`config.mk`:
```
export PLATFORM = sky130hd
export DESIGN_NAME = condition_flags_reg
export DESIGN_NICKNAME = d
export VERILOG_FILES = /design/src/rtl/flags_pkg.sv /design/src/rtl/flag_unit.sv /design/src/rtl/vector_fetch.sv /design/src/rtl/condition_flags_reg.sv
export SDC_FILE = /design/constraint.sdc
export NUM_CORES = 1
export LEC_CHECK = 0
export ABC_AREA = 1
export BUFFER_PORTS_ARGS = -buffer_cell sky130_fd_sc_hd__buf_2
export CORE_UTILIZATION = 57
export DETAILED_ROUTE_END_ITERATION = 6
export HOLD_SLACK_MARGIN = 0.03
export PLACE_DENSITY = 0.93
export SLEW_MARGIN = 0
export SYNTH_ARGS = -nofsm -noshare
export SYNTH_HDL_FRONTEND = slang
export SYNTH_SLANG_ARGS = --single-unit
```
`constraint.sdc`:
```
create_clock -name CLOCK_IN -period 4.2 [get_ports CLOCK_IN]
set_input_delay 0.63 -clock CLOCK_IN [delete_from_list [all_inputs] [get_ports CLOCK_IN]]
set_output_delay 0.63 -clock CLOCK_IN [all_outputs]
set_load 0.1 [all_outputs]
```
`src/rtl/flags_pkg.sv`:
```
// Shared types and constants of the condition flags block
package flags_pkg;

    // ****************************************************************
    // Widths and bit positions
    // ****************************************************************
    localparam int BYTE_W = 8;       // Byte width
    localparam int BYTE_MSB = 7;     // Sign bit of a byte
    localparam int WORD_MSB = 15;    // Sign bit of a word
    localparam int NIB_MSB = 3;      // Half-carry point of a byte
    localparam int WNIB_MSB = 11;    // Half-carry point of a word

    // ****************************************************************
    // Address constants
    // ****************************************************************
    localparam logic [15:0] PC_RESET = 16'h0000;  // Counter under reset
    localparam logic [15:0] VEC_ADDR = 16'h0000;  // Reset vector address
    localparam logic [15:0] PC_STEP = 16'h0002;   // One fetch word

    // Condition flags register layout, bit 7 down to bit 0
    typedef struct packed {
        logic i;    // Interrupt mask
        logic u6;   // User bit
        logic h;    // Half-carry
        logic u4;   // User bit
        logic n;    // Negative
        logic z;    // Zero
        logic v;    // Overflow
        logic c;    // Carry and bit accumulator
    } flags_t;

    // Operations that touch the flags
    typedef enum logic [4:0] {
        OP_NONE = 5'h00,
        OP_ADD = 5'h01,
        OP_ADD_WITH_CARRY_INSTR = 5'h02,
        OP_SUB = 5'h03,
        OP_SUBTRACT_WITH_BORROW_INSTR = 5'h04,
        OP_CMP = 5'h05,
        OP_NEG = 5'h06,
        OP_LOGIC = 5'h07,
        OP_SHLL = 5'h08,
        OP_SHLR = 5'h09,
        OP_ROTXL = 5'h0A,
        OP_ROTXR = 5'h0B,
        OP_BLD = 5'h0C,
        OP_BAND = 5'h0D,
        OP_BOR = 5'h0E,
        OP_BXOR = 5'h0F,
        OP_LDC = 5'h10,
        OP_AND_INTO_FLAGS_INSTR = 5'h11,
        OP_ORC = 5'h12,
        OP_XOR_INTO_FLAGS_INSTR = 5'h13,
        OP_RESTORE = 5'h14
    } op_t;

    // One completing instruction as seen by the flags
    typedef struct packed {
        op_t op;            // Operation
        logic word;         // Word size for add, subtract, compare and logic
        logic inv;          // Invert the bit operand
        logic bit_val;      // Selected bit for bit operations
        logic [15:0] a;     // First operand or logic result
        logic [15:0] b;     // Second operand
    } op_req_t;

    // Reset sequencer states
    typedef enum logic [0:0] {
        ST_VEC = 1'b0,
        ST_RUN = 1'b1
    } seq_t;

endpackage : flags_pkg

```
`src/rtl/flag_unit.sv`:
```
// Combinational flag and result computation for one instruction
`timescale 1ns/1ps
module flag_unit (
    input wire flags_pkg::op_req_t req_in,
    input wire flags_pkg::flags_t flags_in,
    output flags_pkg::flags_t upd_out,
    output flags_pkg::flags_t val_out,
    output logic [15:0] result_out
);
    import flags_pkg::*;

    // Sign bit at the chosen size
    function automatic logic top(input logic [15:0] x, input logic w);
        return w ? x[WORD_MSB] : x[BYTE_MSB];
    endfunction : top

    // All-zero test at the chosen size
    function automatic logic nil(input logic [15:0] x, input logic w);
        return w ? (x == 16'h0000) : (x[BYTE_MSB:0] == 8'h00);
    endfunction : nil

    logic sub;          // Subtracting operation
    logic wide;         // Word-sized arithmetic
    logic ci;           // Effective carry in
    logic bop;          // Bit operand after inversion
    logic [15:0] am;    // First adder input
    logic [15:0] be;    // Second adder input
    logic [16:0] full;  // Full sum
    logic [4:0] hb;     // Low nibble sum
    logic [12:0] hw;    // Low twelve-bit sum
    logic [15:0] res;   // Result

    // Adder path shared by add, subtract, compare and negate
    always_comb begin
        sub = req_in.op inside {OP_SUB, OP_SUBTRACT_WITH_BORROW_INSTR, OP_CMP, OP_NEG};
        wide = req_in.word && (req_in.op inside {OP_ADD, OP_SUB, OP_CMP});
        ci = (req_in.op inside {OP_ADD_WITH_CARRY_INSTR, OP_SUBTRACT_WITH_BORROW_INSTR}) ? flags_in.c : 1'b0;
        ci = sub ? ~ci : ci;
        am = (req_in.op == OP_NEG) ? 16'h0000 : req_in.a;
        be = (req_in.op == OP_NEG) ? req_in.a : req_in.b;
        be = sub ? ~be : be;
        if (!wide) begin
            am[WORD_MSB:BYTE_W] = 8'h00;
            be[WORD_MSB:BYTE_W] = 8'h00;
        end
        full = {1'b0, am} + {1'b0, be} + 17'(ci);
        hb = {1'b0, am[NIB_MSB:0]} + {1'b0, be[NIB_MSB:0]} + 5'(ci);
        hw = {1'b0, am[WNIB_MSB:0]} + {1'b0, be[WNIB_MSB:0]} + 13'(ci);
    end

    // Per-operation result and flag selection
    always_comb begin
        upd_out = '0;
        val_out = flags_in;
        res = req_in.a;
        bop = req_in.bit_val ^ req_in.inv;
        unique case (req_in.op)
            OP_ADD, OP_ADD_WITH_CARRY_INSTR, OP_SUB, OP_SUBTRACT_WITH_BORROW_INSTR, OP_CMP, OP_NEG: begin
                res = full[15:0];
                // Byte result: the adder carry must not leak into bit 8
                if (!wide) begin
                    res[WORD_MSB:BYTE_W] = 8'h00;
                end
                upd_out.h = 1'b1;
                upd_out.n = 1'b1;
                upd_out.z = 1'b1;
                upd_out.v = 1'b1;
                upd_out.c = 1'b1;
                // Carry or borrow out of the half point
                val_out.h = (wide ? hw[WNIB_MSB+1] : hb[NIB_MSB+1]) ^ sub;
                // Carry on add, borrow on subtract
                val_out.c = (wide ? full[WORD_MSB+1] : full[BYTE_W]) ^ sub;
                val_out.v = (top(am, wide) == top(be, wide))
                    && (top(res, wide) != top(am, wide));
                val_out.n = top(res, wide);
                val_out.z = nil(res, wide);
            end
            OP_LOGIC: begin
                // Logic result arrives ready; carry and half-carry kept
                if (!req_in.word) begin
                    res[WORD_MSB:BYTE_W] = 8'h00;
                end
                upd_out.n = 1'b1;
                upd_out.z = 1'b1;
                upd_out.v = 1'b1;
                val_out.n = top(res, req_in.word);
                val_out.z = nil(res, req_in.word);
                val_out.v = 1'b0;
            end
            OP_SHLL, OP_SHLR, OP_ROTXL, OP_ROTXR: begin
                upd_out.n = 1'b1;
                upd_out.z = 1'b1;
                upd_out.v = 1'b1;
                upd_out.c = 1'b1;
                res = 16'h0000;
                if (req_in.op inside {OP_SHLL, OP_ROTXL}) begin
                    res[BYTE_MSB:0] = {req_in.a[BYTE_MSB-1:0],
                        (req_in.op == OP_ROTXL) & flags_in.c};
                    val_out.c = req_in.a[BYTE_MSB];
                end else begin
                    res[BYTE_MSB:0] = {(req_in.op == OP_ROTXR) & flags_in.c,
                        req_in.a[BYTE_MSB:1]};
                    val_out.c = req_in.a[0];
                end
                val_out.n = res[BYTE_MSB];
                val_out.z = nil(res, 1'b0);
                val_out.v = 1'b0;
            end
            OP_BLD, OP_BAND, OP_BOR, OP_BXOR: begin
                // Carry acts as the one-bit accumulator
                upd_out.c = 1'b1;
                unique case (req_in.op)
                    OP_BLD: val_out.c = bop;
                    OP_BAND: val_out.c = flags_in.c & bop;
                    OP_BOR: val_out.c = flags_in.c | bop;
                    default: val_out.c = flags_in.c ^ bop;
                endcase
            end
            OP_LDC, OP_AND_INTO_FLAGS_INSTR, OP_ORC, OP_XOR_INTO_FLAGS_INSTR, OP_RESTORE: begin
                // Software transfers reach every bit, user bits too
                upd_out = '1;
                unique case (req_in.op)
                    OP_LDC: val_out = req_in.a[BYTE_MSB:0];
                    OP_AND_INTO_FLAGS_INSTR: val_out = flags_in & req_in.a[BYTE_MSB:0];
                    OP_ORC: val_out = flags_in | req_in.a[BYTE_MSB:0];
                    OP_XOR_INTO_FLAGS_INSTR: val_out = flags_in ^ req_in.a[BYTE_MSB:0];
                    // Restore takes the upper copy only
                    default: val_out = req_in.a[WORD_MSB:BYTE_W];
                endcase
            end
            default: begin
                res = req_in.a;
            end
        endcase
        result_out = res;
    end

endmodule : flag_unit

```
`src/rtl/vector_fetch.sv`:
```
// Reset sequencer that reads the first vector into the counter
`timescale 1ns/1ps
module vector_fetch (
    input wire logic clk_in,
    input wire logic rst_b_in,
    input wire logic ack_in,
    input wire logic [15:0] data_in,
    output logic rd_out,
    output logic load_out,
    output logic [15:0] pc_out,
    output logic run_out
);
    import flags_pkg::*;

    seq_t state_r;      // Sequencer state
    seq_t state_nxt;    // Next state

    // Next state: leave vector fetch once the read is answered
    always_comb begin
        state_nxt = state_r;
        unique case (state_r)
            ST_VEC: begin
                if (ack_in) begin
                    state_nxt = ST_RUN;
                end
            end
            ST_RUN: begin
                state_nxt = ST_RUN;
            end
        endcase
    end

    // State register, fetch of the vector follows every reset
    always_ff @(posedge clk_in or negedge rst_b_in) begin
        if (!rst_b_in) begin
            state_r <= ST_VEC;
        end else begin
            state_r <= state_nxt;
        end
    end

    assign rd_out = (state_r == ST_VEC);
    assign load_out = (state_r == ST_VEC) && ack_in;
    // Vector word lands with its low bit forced even
    assign pc_out = {data_in[WORD_MSB:1], 1'b0};
    assign run_out = (state_r == ST_RUN);

endmodule : vector_fetch

```
`src/rtl/condition_flags_reg.sv`:
```
// Condition flags register with mask, reset vector and counter
`timescale 1ns/1ps

// Function
// - Eight-bit register: mask, user bits, five flags
// - Reset sequence sets the mask bit
// - Reset leaves the other bits unset
// - Mask set blocks maskable interrupt acceptance
// - Every exception start sets the mask
// - Bits six and four are software user bits
// - Byte arithmetic: half-carry from bit three
// - Word arithmetic: half-carry from bit eleven
// - Negative flag takes the result sign
// - Zero flag set only for zero result
// - Overflow flag marks signed overflow only
// - Add sets carry on top carry
// - Subtract uses carry as borrow
// - Shifts load carry with the bit out
// - Carry is the bit-operation accumulator
// - Untouched flags keep their previous values
// - Reset loads counter from vector zero
// - Reset leaves general registers undefined
// - Word fetch, counter low bit zero
// - Push doubles the byte, restore uses upper
module condition_flags_reg (
    input wire logic CLOCK_IN,
    input wire logic RST_B_IN,
    input wire logic OP_VALID_IN,
    input wire flags_pkg::op_req_t OP_REQ_IN,
    input wire logic EXC_START_IN,
    input wire logic IRQ_REQ_IN,
    input wire logic VEC_ACK_IN,
    input wire logic [15:0] VEC_DATA_IN,
    input wire logic PC_WR_IN,
    input wire logic [15:0] PC_WR_DATA_IN,
    input wire logic FETCH_NEXT_IN,
    output flags_pkg::flags_t FLAGS_OUT,
    output logic [15:0] PUSH_WORD_OUT,
    output logic [15:0] RESULT_OUT,
    output logic IRQ_TAKE_OUT,
    output logic VEC_RD_OUT,
    output logic [15:0] VEC_ADDR_OUT,
    output logic [15:0] PC_OUT,
    output logic RUN_OUT
);
    import flags_pkg::*;

    // ****************************************************************
    // Declarations
    // ****************************************************************
    logic i_r;              // Interrupt mask bit
    logic i_nxt;            // Next mask bit
    logic [6:0] low_r;      // Bits six to zero, never reset
    logic [6:0] low_nxt;    // Next value of the low bits
    flags_t flags;          // Whole register view
    flags_t upd;            // Bits the instruction writes
    flags_t val;            // Values the instruction offers
    flags_t merged;         // Register after the update
    logic [15:0] res;       // Result from the flag unit
    logic [15:0] res_r;     // Registered result
    logic [15:0] res_nxt;   // Next result
    logic [15:0] pc_r;      // Program counter
    logic [15:0] pc_nxt;    // Next program counter
    logic [15:0] vec_pc;    // Counter value from the vector
    logic vec_load;         // Vector read answered
    logic running;          // Reset sequence done
    logic take;             // Instruction completes this cycle

    // ****************************************************************
    // Submodules
    // ****************************************************************

    // Result and flag computation
    flag_unit u_flag_unit (
        .req_in(OP_REQ_IN),
        .flags_in(flags),
        .upd_out(upd),
        .val_out(val),
        .result_out(res)
    );

    // Reset vector fetch
    vector_fetch u_vector_fetch (
        .clk_in(CLOCK_IN),
        .rst_b_in(RST_B_IN),
        .ack_in(VEC_ACK_IN),
        .data_in(VEC_DATA_IN),
        .rd_out(VEC_RD_OUT),
        .load_out(vec_load),
        .pc_out(vec_pc),
        .run_out(running)
    );

    // ****************************************************************
    // Condition flags
    // ****************************************************************

    assign flags = {i_r, low_r};
    assign take = OP_VALID_IN && running;

    // Merge: only written bits change, the rest are held
    always_comb begin
        merged = (flags & ~upd) | (val & upd);
        low_nxt = low_r;
        i_nxt = i_r;
        if (take) begin
            low_nxt = merged[6:0];
            i_nxt = merged.i;
        end
        // Exception start wins over a software clear
        if (EXC_START_IN || !running) begin
            i_nxt = 1'b1;
        end
    end

    // Mask bit comes out of reset set
    always_ff @(posedge CLOCK_IN or negedge RST_B_IN) begin
        if (!RST_B_IN) begin
            i_r <= 1'b1;
        end else begin
            i_r <= i_nxt;
        end
    end

    // Low bits have no reset; they start undefined
    always_ff @(posedge CLOCK_IN) begin
        low_r <= low_nxt;
    end

    // Maskable interrupt taken only while the mask is clear
    assign IRQ_TAKE_OUT = IRQ_REQ_IN && !i_r && running;

    assign FLAGS_OUT = flags;
    // Two identical copies make the stacked word
    assign PUSH_WORD_OUT = {flags, flags};

    // ****************************************************************
    // Result register
    // ****************************************************************

    // Capture the result of each completing instruction
    always_comb begin
        res_nxt = res_r;
        if (take) begin
            res_nxt = res;
        end
    end

    // Result holds until the next completion
    always_ff @(posedge CLOCK_IN or negedge RST_B_IN) begin
        if (!RST_B_IN) begin
            res_r <= 16'h0000;
        end else begin
            res_r <= res_nxt;
        end
    end

    assign RESULT_OUT = res_r;

    // ****************************************************************
    // Program counter
    // ****************************************************************

    // Vector load, jump or one word step; low bit always zero
    always_comb begin
        pc_nxt = pc_r;
        if (vec_load) begin
            pc_nxt = vec_pc;
        end else if (running && PC_WR_IN) begin
            pc_nxt = {PC_WR_DATA_IN[WORD_MSB:1], 1'b0};
        end else if (running && FETCH_NEXT_IN) begin
            pc_nxt = pc_r + PC_STEP;
        end
    end

    // General registers and stack pointer live outside; reset
    // puts nothing into them
    always_ff @(posedge CLOCK_IN or negedge RST_B_IN) begin
        if (!RST_B_IN) begin
            pc_r <= PC_RESET;
        end else begin
            pc_r <= pc_nxt;
        end
    end

    assign PC_OUT = pc_r;
    assign VEC_ADDR_OUT = VEC_ADDR;
    assign RUN_OUT = running;

    logic [4:0] nib_sum;    // Byte half-carry reference
    logic [12:0] w12_sum;   // Word half-carry reference
    logic [8:0] byte_sum;   // Byte add reference
    logic byte_ovf;         // Byte add overflow reference
    logic byte_brw;         // Byte subtract borrow reference
    logic add_b;            // Byte add completes
    logic add_w;            // Word add completes
    logic sub_b;            // Byte subtract completes
    logic logic_b;          // Byte logic result completes
    logic known_r;          // Every flag bit written since reset
    logic known_nxt;        // Next value of the written marker

    // Reference arithmetic beside the flag unit
    always_comb begin
        nib_sum = {1'b0, OP_REQ_IN.a[NIB_MSB:0]}
            + {1'b0, OP_REQ_IN.b[NIB_MSB:0]};
        w12_sum = {1'b0, OP_REQ_IN.a[WNIB_MSB:0]}
            + {1'b0, OP_REQ_IN.b[WNIB_MSB:0]};
        byte_sum = {1'b0, OP_REQ_IN.a[BYTE_MSB:0]}
            + {1'b0, OP_REQ_IN.b[BYTE_MSB:0]};
        byte_ovf = (OP_REQ_IN.a[BYTE_MSB] == OP_REQ_IN.b[BYTE_MSB])
            && (byte_sum[BYTE_MSB] != OP_REQ_IN.a[BYTE_MSB]);
        byte_brw = OP_REQ_IN.a[BYTE_MSB:0] < OP_REQ_IN.b[BYTE_MSB:0];
        add_b = take && OP_REQ_IN.op == OP_ADD && !OP_REQ_IN.word;
        add_w = take && OP_REQ_IN.op == OP_ADD && OP_REQ_IN.word;
        sub_b = take && OP_REQ_IN.op == OP_SUB && !OP_REQ_IN.word;
        logic_b = take && OP_REQ_IN.op == OP_LOGIC && !OP_REQ_IN.word;
        // Low bits start undefined; a full load gives them values
        known_nxt = known_r
            || (take && OP_REQ_IN.op inside {OP_LDC, OP_RESTORE});
    end

    // Marker of a full software load, so hold checks skip unknowns
    always_ff @(posedge CLOCK_IN or negedge RST_B_IN) begin
        if (!RST_B_IN) begin
            known_r <= 1'b0;
        end else begin
            known_r <= known_nxt;
        end
    end
endmodule : condition_flags_reg

```
* Yosys cells after proc, flatten, opt, wreduce, memory -nomap -nowiden *
Cells that the tools add are included.

storage, ports and cells
  register bits = 41
  bits in latches = 0
  RAM bits = 0
  ROM bits = 0
  input bits = 80
  output and inout bits = 75
  logic and storage cells = 124
  memories = 0

operators by class
  $add $sub $neg = 7
  multiply operators = 0
  divide/modulo/power cells = 0
  $lt $le $gt $ge = 0
  eq/ne operators = 22
  shift operators = 0
  muxes and demuxes = 43
  bitwise logic cells = 18
  reduce and logical (&&, ||, !) cells = 29

operators with widths
  operator                                                         count
  16-bit 2-to-1 mux                                                6
  8-bit 2-to-1 mux                                                 8
  5-bit by 4-bit == test with 1-bit output, second input constant  8
  16-bit zero test                                                 2
  8-bit one-hot mux with 4 select lines                            1
  5-bit == test, second input constant                             5
  8-bit bitwise AND                                                3
  8-bit zero test                                                  3
  8-bit one-hot mux with 3 select lines                            1
  5-bit by 3-bit == test with 1-bit output, second input constant  4
  19-bit OR reduction                                              1
  1-bit 2-to-1 mux                                                 18
  16-bit by 16-bit adder with 17-bit output                        1
  17-bit by 1-bit adder with 17-bit output                         1
  16-bit by 2-bit adder with 16-bit output, second input constant  1
  16-bit NOT                                                       1
  8-bit bitwise OR                                                 2
  8-bit one-hot mux with 2 select lines                            1
  16-bit OR reduction                                              1
  12-bit by 12-bit adder with 13-bit output                        1
  13-bit by 1-bit adder with 13-bit output                         1
  3-bit one-hot mux with 4 select lines                            1
  11-bit OR reduction                                              1
  5-bit by 2-bit == test with 1-bit output, second input constant  2
  25 further kinds                                                 45

* Depth between registers and ports, before layout *
Gate-level depths: netlist of run 1.

  depth in word-level cells = 17
  mapped depth = 23
  depth with buffers taken out = 22

* Modules after synthesis *
From an unflattened synthesis of run 1, not the netlist that was laid out.

second synthesis, totals
  cell total of the unflattened synthesis = 948
  area, all modules = 5728.0 um2

modules (own cells, without submodules)
  module               times used  cells an instance  area an instance (um2)
  flag_unit            1           586                3071.7
  condition_flags_reg  1           340                2492.4
  vector_fetch         1           22                 163.9

* Worst setup path after synthesis of run 1 *
OpenSTA, ideal clock, no wires.

  path kind = input-to-reg
  start = input OP_REQ_IN[37] (netlist name)
  end = register low_r[2] (data pin)
  library setup time = 0.253 ns
  arrival = 3.200 ns
  setup slack = 0.747 ns
  stages on the path = 21
  path through = inv_1 > nor2_1 > nand3_2 > nand2_1 > nor2_4 > buf_6 > xor2_1 > fa_1 > fa_1 > inv_1 > nand3_1 > nand2_1 > nand2_1 > nand3_1 > nand2_1 > nand2_1 > nand2_1 > nand2_1 > nor2_1 > nand3_1 > nand2_1

between the ends
  word-level cells in the longest chain between the ends = 14

RTL lines
  what                                       RTL line                    source
  start: declaration                         condition_flags_reg.sv:29   input wire flags_pkg::op_req_t OP_REQ_IN,
  5-bit by 3-bit == test with 1-bit output   --
  16-bit 2-to-1 mux                          flag_unit.sv:40             be = (req_in.op == OP_NEG) ? req_in.a : req_in.b;
  16-bit NOT                                 flag_unit.sv:41             be = sub ? ~be : be;
  16-bit 2-to-1 mux                          flag_unit.sv:41
  8-bit 2-to-1 mux                           flag_unit.sv:42             if (!wide) begin
  16-bit by 16-bit adder with 17-bit output  flag_unit.sv:46             full = {1'b0, am} + {1'b0, be} + 17'(ci);
  17-bit by 1-bit adder with 17-bit output   flag_unit.sv:46
  8-bit 2-to-1 mux                           flag_unit.sv:61             if (!wide) begin
  8-bit 2-to-1 mux                           flag_unit.sv:57             unique case (req_in.op)
  16-bit zero test                           flag_unit.sv:19             return w ? (x == 16'h0000) : (x[BYTE_MSB:0] == 8'h00);
  1-bit 2-to-1 mux                           flag_unit.sv:19
  3-bit one-hot mux with 4 select lines      flag_unit.sv:57
  8-bit bitwise AND                          condition_flags_reg.sv:103  merged = (flags & ~upd) | (val & upd);
  8-bit bitwise OR (*)                       condition_flags_reg.sv:103
  end signal: assignment                     condition_flags_reg.sv:127  low_r <= low_nxt;
  end: declaration                           condition_flags_reg.sv:53   logic [6:0] low_r;

Every way passes the cells marked *; elsewhere a longest branch is shown, timed or not. The select of a mux whose other input is x is not followed.
A chain may end at the register's enable or synchronous reset.

* Worst setup path in the final report of run 1 *
  start = input OP_REQ_IN[37] (netlist name)
  end = register low_r[5] (data pin)

between the ends
  word-level cells in the longest chain between the ends = 12

RTL lines
  what                                       RTL line                    source
  5-bit by 3-bit == test with 1-bit output   --
  16-bit 2-to-1 mux                          flag_unit.sv:40
  16-bit NOT                                 flag_unit.sv:41
  16-bit 2-to-1 mux                          flag_unit.sv:41
  8-bit 2-to-1 mux                           flag_unit.sv:42
  12-bit by 12-bit adder with 13-bit output  flag_unit.sv:48             hw = {1'b0, am[WNIB_MSB:0]} + {1'b0, be[WNIB_MSB:0]} + 13'(ci);
  13-bit by 1-bit adder with 13-bit output   flag_unit.sv:48
  1-bit 2-to-1 mux                           flag_unit.sv:70             val_out.h = (wide ? hw[WNIB_MSB+1] : hb[NIB_MSB+1]) ^ sub;
  1-bit XOR                                  flag_unit.sv:70
  1-bit one-hot mux with 2 select lines      flag_unit.sv:57
  8-bit bitwise AND                          condition_flags_reg.sv:103
  8-bit bitwise OR (*)                       condition_flags_reg.sv:103

Every way passes the cells marked *; elsewhere a longest branch is shown, timed or not.

==> results.md, run 1 <==
* Outcome: complete, but fails checks
* Failing checks: DRC
* YS warnings at 0
* Total wire length at 15.9 mm
* Initial Util at around 58%
* Kind of critical path: input pin to flip-flop
* Post-synthesis average cell area at 6.12 um2
* Synthesis-to-layout area growth at 12.0%
* Hpwl dp at 12.6 mm
* Clk_lat worst skew at 310 ps
* Core area at about 9200 um2
* Design Area, Final at 6020 um2
* Port Buffers at about 140
* Worst Tran Pin Value at roughly 910 ps
* Post-route setup TNS at 0 ps
* Static leakage at approximately 0.0035 uW
* Crit path max fanout at 17
* Top post-synthesis cells by area: nand2_1 17%, dfrtp_1 15%, inv_1 8.6%
* Hold Buf Count CTS at 0
* Final antenna-violating net count at 0
* Worst Skew at between 10 and 15 ps
* Clock Root Buffer: clkbuf_8
* Vias at approximately 6000
* Layout Nets at ~1100
* WP data arrival at roughly 3600 ps
* Total global routing overflow at 0
* Drt initial violations at 630
* Synth unique cells at 48
* Leading area contributor after synthesis: nand2_1
* Hold Violations, Final at 0
* Drt drc at 2
* Max Freq at about 0.29 GHz
* Postcts setup bufs at 0
* Io pins at 155
* Via density at 5.61
* Setup crit end kind: flip-flop
* DR WL/cell at about 14 um
* Synth async-reset ratio at just over 80%
* Crit path required time at about 4300 ps
* First-pass iteration count of the detailed router at 7
* Final Wtd Congestion at 0.971
* Most common cell in the netlist: nand2_1
* Filler cells at approximately 900
* Worst setup SP type: input pin
* Hold WC Path Type: input pin to asynchronous set/reset pin
* Commonest cells post-synth: 250 x nand2_1, 123 x inv_1, 91 x nor2_1
* Synth top area share at 17.5%
* Final setup violation count at 0
* CTS tree: yes
* Fin. max-slew vios at 0
* Post-Place Cell Area at between 5000 and 6000 um2
* Post-CTS sizing at 0
* CTS Buf Count at 5
* Syn Inst Count at between 800 and 900
* Final period util at 83.5%
* Antenna violations before repair at 0
* Setup ws final at 695 ps
* GRT Overall Usage at approximately a third
* Vias in the first global route at roughly 5500
* EDFF count, synth at 7
* Post-synthesis sequential area ratio at just under 20%
* Die height at roughly 99 um
* Number of synthesized register bits at 40
* Placed Cells at ~1100
* Post-Layout Cell Count at around 1100
* Die area at roughly 9800 um2
* Clock Pin Slew Worst Setup and Hold Paths at approximately 90 ps
* Dominant synthesized flop cell: dfrtp_1
* RSZ-0062 raised after global routing: false
* CTS sink cnt at 40
* Max Cap Viol at 0
* Slew HR at between 30% and 40%
* Synth Cell Area at 5380 um2
* First-pass GRT wire length at approximately 26 mm
* Min Tclk post-route at ~3500 ps
* Max H-tree Level at 2
* Row cnt at 35
* Antenna diodes at 0
* PD cells at between 300 and 400 nW/um2
* Layout cells sized above 1 at 17.7%
* Peak supply drop at between 0.15 and 0.2 mV
* Largest net degree at the start of global routing at 34
* Pre-CTS setup slack at 408 ps
* Max Root-Sink Buffers at 2
* Die Span X at approximately 99 um
[area by class of cell]
cell class,instances,area (um2),share of cell area (%)
Inverter,130,488,8.10
Timing Repair Buffer,140,713,11.8
Clock inverter,3,46.3,0.769
Clock buffer,5,68.8,1.14
Tap cell,111,139,2.31
Sequential cell,40,1040,17.2
Multi-Input combinational cell,669,3530,58.6
[per-layer routing]
layer  wire [um]  global-route usage, %
met1        6430                   40.4
met2        7350                   55.4
met3        1410                   4.50
met4         663                   15.7
met5           0                      0
[flip-flops by register name (all words and copies together) (netlist names)]
signal and cells:
RESULT_OUT 16, low_r 7, PC_OUT 15, i_r 1
u_vector_fetch.run_out 1
[worst max-delay path, cell delays in order]
cell     delay [ps]
buf_2           120
inv_1            40
nor2_1          230
nand3_2         150
buf_4           230
nand2_1          70
o21ai_0          90
xor2_1          170
fa_1            480
fa_1            420
inv_1            80
nand3_1          60
nand2_1         150
nand3_1         110
nand3_1         110
nand2_1          70
nand2_1          90
a21oi_1          70
o21ai_0          80
o21ai_0         100
[cells by family (layout without fill, tap and decap cells)]
family,count (synthesis),count (layout),share of synthesized area [%]
buffers and inverters,186,278,16.2
AO/OA/AOI/OAI,136,136,14.8
flip-flops,40,40,19.3
multiplexers,3,3,0.559
adder cells (fa/ha/maj),36,36,8.66
AND/OR/NAND/NOR,455,455,36.8
XOR/XNOR,22,22,3.58
other,1,17,0.0697
[final timing paths]
path	slack, ps	end	cells past startpoint	start
max in group asynchronous	3350	u_vector_fetch.run_out$_DFF_PN0_	1	RST_B_IN
worst min-delay path	370	PC_OUT[12]$_DFFE_PN0P_	1	RST_B_IN
min in group CLOCK_IN	490	RESULT_OUT[15]$_DFFE_PN0P_	2	RESULT_OUT[15]$_DFFE_PN0P_
worst max register to register	1390	low_r[5]$_DFFE_PP_	14	low_r[0]$_DFFE_PP_
worst min register to register	490	RESULT_OUT[15]$_DFFE_PN0P_	2	RESULT_OUT[15]$_DFFE_PN0P_
worst max-delay path	690	low_r[5]$_DFFE_PP_	20	OP_REQ_IN[37]
[cells in the final DEF, fill, tap and decap left out, drive strengths merged]
cell	netlist	final
a211oi	1	1
a21oi	36	36
a221oi	3	3
a22oi	5	5
a2bb2oi	1	1
a31oi	12	12
a41oi	2	2
and2	2	2
buf	43	140
bufinv	0	1
clkbuf	13	5
clkinv	1	1
clkinvlp	0	1
conb	1	17
dfrtp	32	32
dfstp	1	1
edfxtp	7	7
fa	2	2
ha	34	34
inv	129	130
mux2i	3	3
nand2	253	253
nand2b	1	1
nand3	70	70
nand3b	3	3
nand4	14	14
nor2	99	99
nor3	4	4
nor4	3	3
o2111ai	4	4
o211a	1	1
o211ai	13	13
o21ai	52	52
o22ai	5	5
o311ai	1	1
or2	6	6
xnor2	8	8
xor2	14	14
[power by group]
part / internal [uW] / switching, uW
Sequential: 441 / 48.6
Clock: 179 / 155
Combinational: 212 / 785
[per-stage QoR]
step | utilization [%] | hold WS [ps] | total power, uW
4_1_cts | 65.5 | 394 | 1810
6_report | 65.5 | 367 | 1820
2_1_floorplan | - | 334 | 1300
3_5_place_dp | 64.2 | 469 | 1480
3_3_place_gp | 64.2 | 463 | 1470
5_1_grt | 65.5 | 446 | 1910
No activity file was read; power rests on OpenSTA's default activity.
==> inputs of run 2 (changes only) <==
--- a/config.mk
+++ b/config.mk
@@ -5,12 +5,12 @@
 export SDC_FILE = /design/constraint.sdc
 export NUM_CORES = 1
 export LEC_CHECK = 0
-export ABC_AREA = 1
+export ABC_AREA = 0
 export BUFFER_PORTS_ARGS = -buffer_cell sky130_fd_sc_hd__buf_2
-export CORE_UTILIZATION = 57
+export CORE_UTILIZATION = 53
 export DETAILED_ROUTE_END_ITERATION = 6
 export HOLD_SLACK_MARGIN = 0.03
-export PLACE_DENSITY = 0.93
+export PLACE_DENSITY = 0.88
 export SLEW_MARGIN = 0
 export SYNTH_ARGS = -nofsm -noshare
 export SYNTH_HDL_FRONTEND = slang
==> constraint.sdc (replaced) <==
create_clock -name CLOCK_IN -period 3.55 [get_ports CLOCK_IN]
set_input_delay 0.5325 -clock CLOCK_IN [delete_from_list [all_inputs] [get_ports CLOCK_IN]]
set_output_delay 0.5325 -clock CLOCK_IN [all_outputs]
set_load 0.1 [all_outputs]
==> results.md, run 2 <==
* Crit path required time at 3710 ps (-550 ps)
* Post-synthesis sequential area ratio at 20.7% (+1.4 points)
* Hold WS at 279 ps (-88.7 ps)
* CTS tree: yes
* Clock Root Buffer: clkbuf_8
* Layout Nets at 931 (-16%)
* First-pass GRT wire length at 25.6 mm (+0.32%)
* Dominant synthesized flop cell: dfrtp_1
* Via density at 5.95 (+6.1%)
* Net Sw Power at 1300 uW (+32%)
* Fin. max-slew vios at 0 (unchanged)
* Antenna violations before repair at 0 (unchanged)
* Hold Buf Count CTS at 0 (unchanged)
* Die Span X at 99.3 um (+0.14%)
* Synth unique cells at 72 (+50%)
* Critical-path top delay cell: or4_4
* Comb pwr share at 60.2% (+5.4 points)
* RSZ-0062 raised after global routing: true
* Port Buffers at 135 (unchanged)
* Final period util at 99.4%
* Leading area contributor after synthesis: dfrtp_1
* Vias in the first global route at 5171 (-6.1%)
* WP data arrival at 3690 ps (+120 ps)
* Commonest non-fill, non-tap cell in the layout: buf_2
* Max Freq at 0.283 GHz
* Drt drc at 0 (-2)
* Drt initial violations at 323 (-49%)
* Worst Skew at 9.78 ps (-1.91 ps)
* Min Tclk post-route at ~3500 ps
* Initial Util at 54.5% (-3.9 points)
* Tot Pwr at 2460 uW (+35%)
* Max Cap Viol at 0 (unchanged)
* Core area at 9200 um2 (unchanged)
* Placed Cells at 914 (-16%)
* Synth Cell Area at 5010 um2 (-6.7%)
* Slowest stage delay, CP at 570 ps (+90 ps)
* Worst R2R Start: low_r[0]$_DFFE_PP_
* Peak supply drop at 0.232 mV (+26%)
* GRT Overall Usage at 33.0% (+0.55 points)
* Worst Tran Pin Value at 1050 ps (+148 ps)
* Max Root-Sink Buffers at 2 (unchanged)
* Static leakage at 0.00305 uW (-12%)
* Filler cells at 745 (-18%)
* Final antenna-violating net count at 0 (unchanged)
* Synth async-reset ratio at 82.5% (unchanged)
* Met2 wire len at 7.65 mm (+4.1%)
* Final setup violation count at 0 (unchanged)
* Outcome: finished clean
* Largest net degree at the start of global routing at 34 (unchanged)
* Hold Violations, Final at 0 (unchanged)
* PD cells at 383 nW/um2 (+27%)
* Net Sw Frac at 52.8% (-1.5 points)
* Slew HR at 29.5% (-10 points)
* Post-synthesis average cell area at 7.81 um2 (+28%)
* Sequential cell area at 1040 um2 (unchanged)
* YS warnings at 0 (unchanged)
* First-pass iteration count of the detailed router at 5 (-2)
* Hold WC Path Type: input pin to asynchronous set/reset pin
* Synthesis-to-layout area growth at 28.4%
* Top post-synthesis cells by area: dfrtp_1 16%, ha_1 8.5%, a21oi_1 5.4%
* WP buf/inv at 2 (-2)
* R2R Setup Slk at 300 ps (-1090 ps)
* Met3 wire len at 1.46 mm (+3.3%)
* M1 WL at 6.40 mm (-0.58%)
* Post-Layout Cell Count at 927 (-16%)
* Max FFs per register at 16 (unchanged)
* Clock power share at 15.4% (-3.0 points)
* FF-to-FF End: low_r[2]$_DFFE_PP_
* Critical path cell sequence: buf_6, or4_4, buf_8, mux2i_2, xor2_1, ha_1, o211a_1, o31a_4, o211a_4, o31ai_1, mux2i_1, and4_1, o2111ai_1, o21ai_1
* Setup crit end kind: flip-flop
* Syn Inst Count at 642 (-27%)
* Worst setup SP type: input pin
* CP delay by family, top: compound AO/OA/AOI/OAI gates
* Die height at 99.3 um (+0.14%)
* Number of synthesized register bits at 40 (unchanged)
* Worst Reg-to-Reg Cells at 14 (unchanged)
* Total global routing overflow at 0 (unchanged)
* Final Wtd Congestion at 0.953 (-1.8%)
* EDFF count, synth at 7 (unchanged)
* Post-route setup TNS at 0 ps (unchanged)
* Clk_lat worst skew at 300 ps (about the same)
* CP Depth at 14 (-30%)
* Commonest cells post-synth: 69 x nor2_1, 54 x a21oi_1, 52 x nand2_1
* Most common cell in the netlist: nor2_1
* Die area at 9850 um2 (+0.28%)
* DR WL/cell at 17.5 um (+21%)
* Layout cells sized above 1 at 35.3% (+18 points)
* Clock Pin Slew Worst Setup and Hold Paths at 80 ps (about the same)
* Hpwl dp at 13.0 mm (+3.3%)
* Top sig layer: met4
* Cell internal pwr at 1160 uW (+40%)
* Kind of critical path: input pin to flip-flop
* Highest-count cells in the layout ignoring fill and taps: 132 x buf_2, 89 x buf_4, 68 x nor2_1
* Vias at 5517 (-10%)
* Row cnt at 35 (unchanged)
* Total wire length at 16.2 mm (+2.0%)
* Synth top area share at 16.0% (-1.5 points)
* Crit path max fanout at 6 (-11)
* Multi-input gate area at 3640 um2 (+3.2%)
* Max H-tree Level at 2 (unchanged)
* CTS sink cnt at 40 (unchanged)
* Io pins at 155 (unchanged)
* Seq pwr share at 24.4% (-2.5 points)
* CTS Buf Count at 5 (unchanged)
* Antenna diodes at 0 (unchanged)
-- run 2: kinds of logic after synthesis --
family          share of synthesized area (%)
flops                                    20.7
buf+inv                                  11.2
fa+ha+maj                                9.28
other cells                            0.0748
simple gates                             21.8
xor+xnor                                 6.64
mux                                      9.43
compound gates                           20.9
-- run 2: layout make-up --
| type | instances | share of cell area, % |
|---|---|---|
| clock buffer | 5 | 1.07 |
| clock inverter | 3 | 0.661 |
| inverter | 32 | 1.87 |
| multi-input combinational | 510 | 56.6 |
| sequential | 40 | 16.1 |
| tap | 111 | 2.16 |
| timing repair buffer | 226 | 21.6 |
-- run 2: worst max path at each step --
stage                             start            endpoint  slack (ps)
after detailed placement  OP_REQ_IN[38]  low_r[5]$_DFFE_PP_        -320
after floorplan           OP_REQ_IN[39]  low_r[2]$_DFFE_PP_        -160
after CTS                 OP_REQ_IN[38]  low_r[5]$_DFFE_PP_          -1
after global routing      OP_REQ_IN[35]  low_r[2]$_DFFE_PP_        -130
after global placement    OP_REQ_IN[38]  low_r[2]$_DFFE_PP_        -240
final                     OP_REQ_IN[35]  low_r[2]$_DFFE_PP_          20
-- run 2: timing repair --
item	4_1_cts	5_1_grt
endpoints found under the setup margin	2	8
pin swaps	1	4
setup buffers	1	4
gates resized for setup	0	28
-- run 2: routing by layer --
layer	vias up	track usage, %
met5	-	0
met3	56	6.39
met2	294	55.8
li1	2593	-
met1	2574	40.5
met4	0	15.4
-- run 2: worst register-to-register path, delay by kind of cell, from the launching register on --
family / cells / cell delay (ps)
AOI/OAI and AO/OA: 7 / 1090
adders and majority gates: 2 / 810
DFF: 1 / 390
and+or+nand+nor: 2 / 280
buffers and inverters: 2 / 250
xor gates and xnor gates: 1 / 180
-- run 2: stage by stage --
step           worst slack [ps]  instance area [um2]  utilization [%]
6_report                   21.3                 6440             70.0
5_1_grt                    -130                 6440             70.0
4_1_cts                   -1.49                 6280             68.3
3_5_place_dp               -317                 6170             67.0
3_3_place_gp               -240                 6170             67.0
2_1_floorplan              -158                 5170                -
-- run 2: power groups by stage --
stage	logic (uW)	registers (uW)	clock network, uW
2_1_floorplan	644	1050	0
3_3_place_gp	1400	604	0
3_5_place_dp	1430	610	0
4_1_cts	1440	600	384
5_1_grt	1560	612	403
6_report	1480	601	379
==> inputs of run 3 (changes only) <==
--- a/config.mk
+++ b/config.mk
@@ -7,10 +7,10 @@
 export LEC_CHECK = 0
 export ABC_AREA = 0
 export BUFFER_PORTS_ARGS = -buffer_cell sky130_fd_sc_hd__buf_2
-export CORE_UTILIZATION = 53
+export CORE_UTILIZATION = 48
 export DETAILED_ROUTE_END_ITERATION = 6
 export HOLD_SLACK_MARGIN = 0.03
-export PLACE_DENSITY = 0.88
+export PLACE_DENSITY = 0.85
 export SLEW_MARGIN = 0
 export SYNTH_ARGS = -nofsm -noshare
 export SYNTH_HDL_FRONTEND = slang
==> constraint.sdc (replaced) <==
create_clock -name CLOCK_IN -period 3.1 [get_ports CLOCK_IN]
set_input_delay 0.465 -clock CLOCK_IN [delete_from_list [all_inputs] [get_ports CLOCK_IN]]
set_output_delay 0.465 -clock CLOCK_IN [all_outputs]
set_load 0.1 [all_outputs]
==> results.md, run 3 (same netlist as run 2, synthesis figures left out) <==
* Max H-tree Level at 2 (unchanged)
* GRT Overall Usage at 30.3% (-2.6 points)
* Commonest non-fill, non-tap cell in the layout: buf_2
* Largest net degree at the start of global routing at 34 (unchanged)
* Final period util at 117%
* Final antenna-violating net count at 0 (unchanged)
* Crit path max fanout at 3 (-3)
* Setup crit end kind: flip-flop
* Crit. Startpoint: OP_REQ_IN[35]
* Max FFs per register at 16 (unchanged)
* Hold Buf Count CTS at 0 (unchanged)
* Worst Tran Pin Value at 1010 ps (-43.1 ps)
* First-pass iteration count of the detailed router at 6 (+1)
* Crit path required time at 3150 ps (-560 ps)
* Filler cells at 789 (+5.9%)
* First-pass GRT wire length at 26.5 mm (+3.4%)
* Fin. max-slew vios at 0 (unchanged)
* DR WL/cell at 17.8 um (+1.9%)
* Worst setup SP type: input pin
* Die height at 104 um (+5.0%)
* Worst Skew at 19.9 ps (+10.1 ps)
* CTS sink cnt at 40 (unchanged)
* Vias at 5736 (+4.0%)
* Slew HR at 32.6% (+3.2 points)
* Min Tclk post-route at 3620 ps
* WP data arrival at 3670 ps (-20 ps)
* Max Cap Viol at 0 (unchanged)
* Failing checks: setup timing
* Clock Root Buffer: clkbuf_8
* Layout Nets at 961 (+3.2%)
* Worst R2R Start: low_r[0]$_DFFE_PP_
* Antenna diodes at 0 (unchanged)
* Total wire length at 17.4 mm (+7.5%)
* M1 WL at 6.99 mm (+9.3%)
* Final setup violation count at 17 (+17)
* Design Area, Final at 6770 um2 (+5.1%)
* Drt initial violations at 599 (+85%)
* Post-Place Cell Area at 6420 um2 (+4.1%)
* Sequential cell area at 1040 um2 (unchanged)
* Highest-count cells in the layout ignoring fill and taps: 131 x buf_2, 116 x buf_4, 67 x nor2_1
* Total global routing overflow at 0 (unchanged)
* Met3 wire len at 1.61 mm (+10%)
* Hold Violations, Final at 0 (unchanged)
* CTS Buf Count at 5 (unchanged)
* Clk_lat worst skew at 300 ps (about the same)
* Drt drc at 0 (unchanged)
* Hpwl dp at 13.3 mm (+2.8%)
* Multi-input gate area at 3730 um2 (+2.4%)
* Peak supply drop at 0.393 mV (+70%)
* Hold WC Path Type: input pin to asynchronous set/reset pin
* Antenna violations before repair at 0 (unchanged)
* Vias in the first global route at 5216 (+0.87%)
* Setup ws final at -524 ps (-546 ps)
* Top sig layer: met4
* Die Span X at 104 um (+5.0%)
* Max Root-Sink Buffers at 2 (unchanged)
* PD cells at 413 nW/um2 (+7.8%)
* Post-Route Utilization at 68.0% (-2.0 points)
* R2R Setup Slk at -380 ps (-680 ps)
* Static leakage at 0.00320 uW (+5.0%)
* Initial Util at 50.4% (-4.2 points)
* Met2 wire len at 8.13 mm (+6.2%)
* Tot Pwr at 2790 uW (+13%)
* Synthesis-to-layout area growth at 35.0%
* Layout cells sized above 1 at 39.1% (+3.8 points)
* Via density at 5.87 (-1.5%)
* CTS tree: yes
* RSZ-0062 raised after global routing: true
* Core area at 9950 um2 (+8.2%)
* Die area at 10900 um2 (+10%)
* Io pins at 155 (unchanged)
* Row cnt at 36 (+2.9%)
* Outcome: complete, but fails checks
* Final Wtd Congestion at 0.987 (+3.5%)
* Kind of critical path: input pin to flip-flop
* Port Buffers at 135 (unchanged)
* Max Freq at approximately 0.28 GHz
* Clock Pin Slew Worst Setup and Hold Paths at 90 ps (about the same)
run 3: critical path: stages:
cell and delay (ps):
buf_6 100, or4_4 570, mux2i_2 180, xnor2_1 180
fa_2 410, fa_2 370, nor2b_2 150, o2111ai_2 190
a21oi_1 290, o21ai_1 170, o2bb2ai_2 170, o21ai_1 180
xor2_1 170, o21ai_0 90
run 3: layer usage:
metal	track usage [%]	vias up
li1	-	2640
met2	50.9	401
met3	3.51	77
met1	40.7	2618
met4	9.39	0
met5	0	-
run 3: timing repair:
action	4_1_cts	5_1_grt
resized for setup	18	26
pin swaps	12	8
setup endpoints to repair	15	18
setup buffers	2	3
run 3: worst paths after layout:
check                                                  to  depth (start not counted)
worst min register to register  RESULT_OUT[5]$_DFFE_PN0P_                          2
worst min-delay path            RESULT_OUT[4]$_DFFE_PN0P_                          1
worst max-delay path                   low_r[5]$_DFFE_PP_                         14
worst max register to register         low_r[5]$_DFFE_PP_                         13
max in group asynchronous          PC_OUT[12]$_DFFE_PN0P_                          1
min in group CLOCK_IN                     i_r$_DFFE_PN1P_                          2
run 3: cell type report:
class | instances | area share (%)
well taps | 133 | 2.46
inverters | 32 | 1.77
repair buffers | 256 | 24.2
flip-flops and latches | 40 | 15.3
clock buffers | 6 | 1.07
clock inverters | 1 | 0.0740
multi-input cells | 510 | 55.1
run 3: power by group:
part | switching (uW) | internal, uW | total, uW | leakage, uW
Sequential | 81.9 | 609 | 691 | 0.000443
Clock | 185 | 153 | 339 | 0.0000410
Combinational | 1240 | 522 | 1760 | 0.00272
run 3: stage by stage:
step                      setup TNS (ps)  hold WS [ps]  std cells  setup WS [ps]
final                              -5090           219        978           -524
after global routing               -6200           283        978           -657
after CTS                          -2440           245        975           -352
after detailed placement           -8760           470        966           -713
after global placement             -7200           459        966           -629
after floorplan                    -4770           169        658           -540
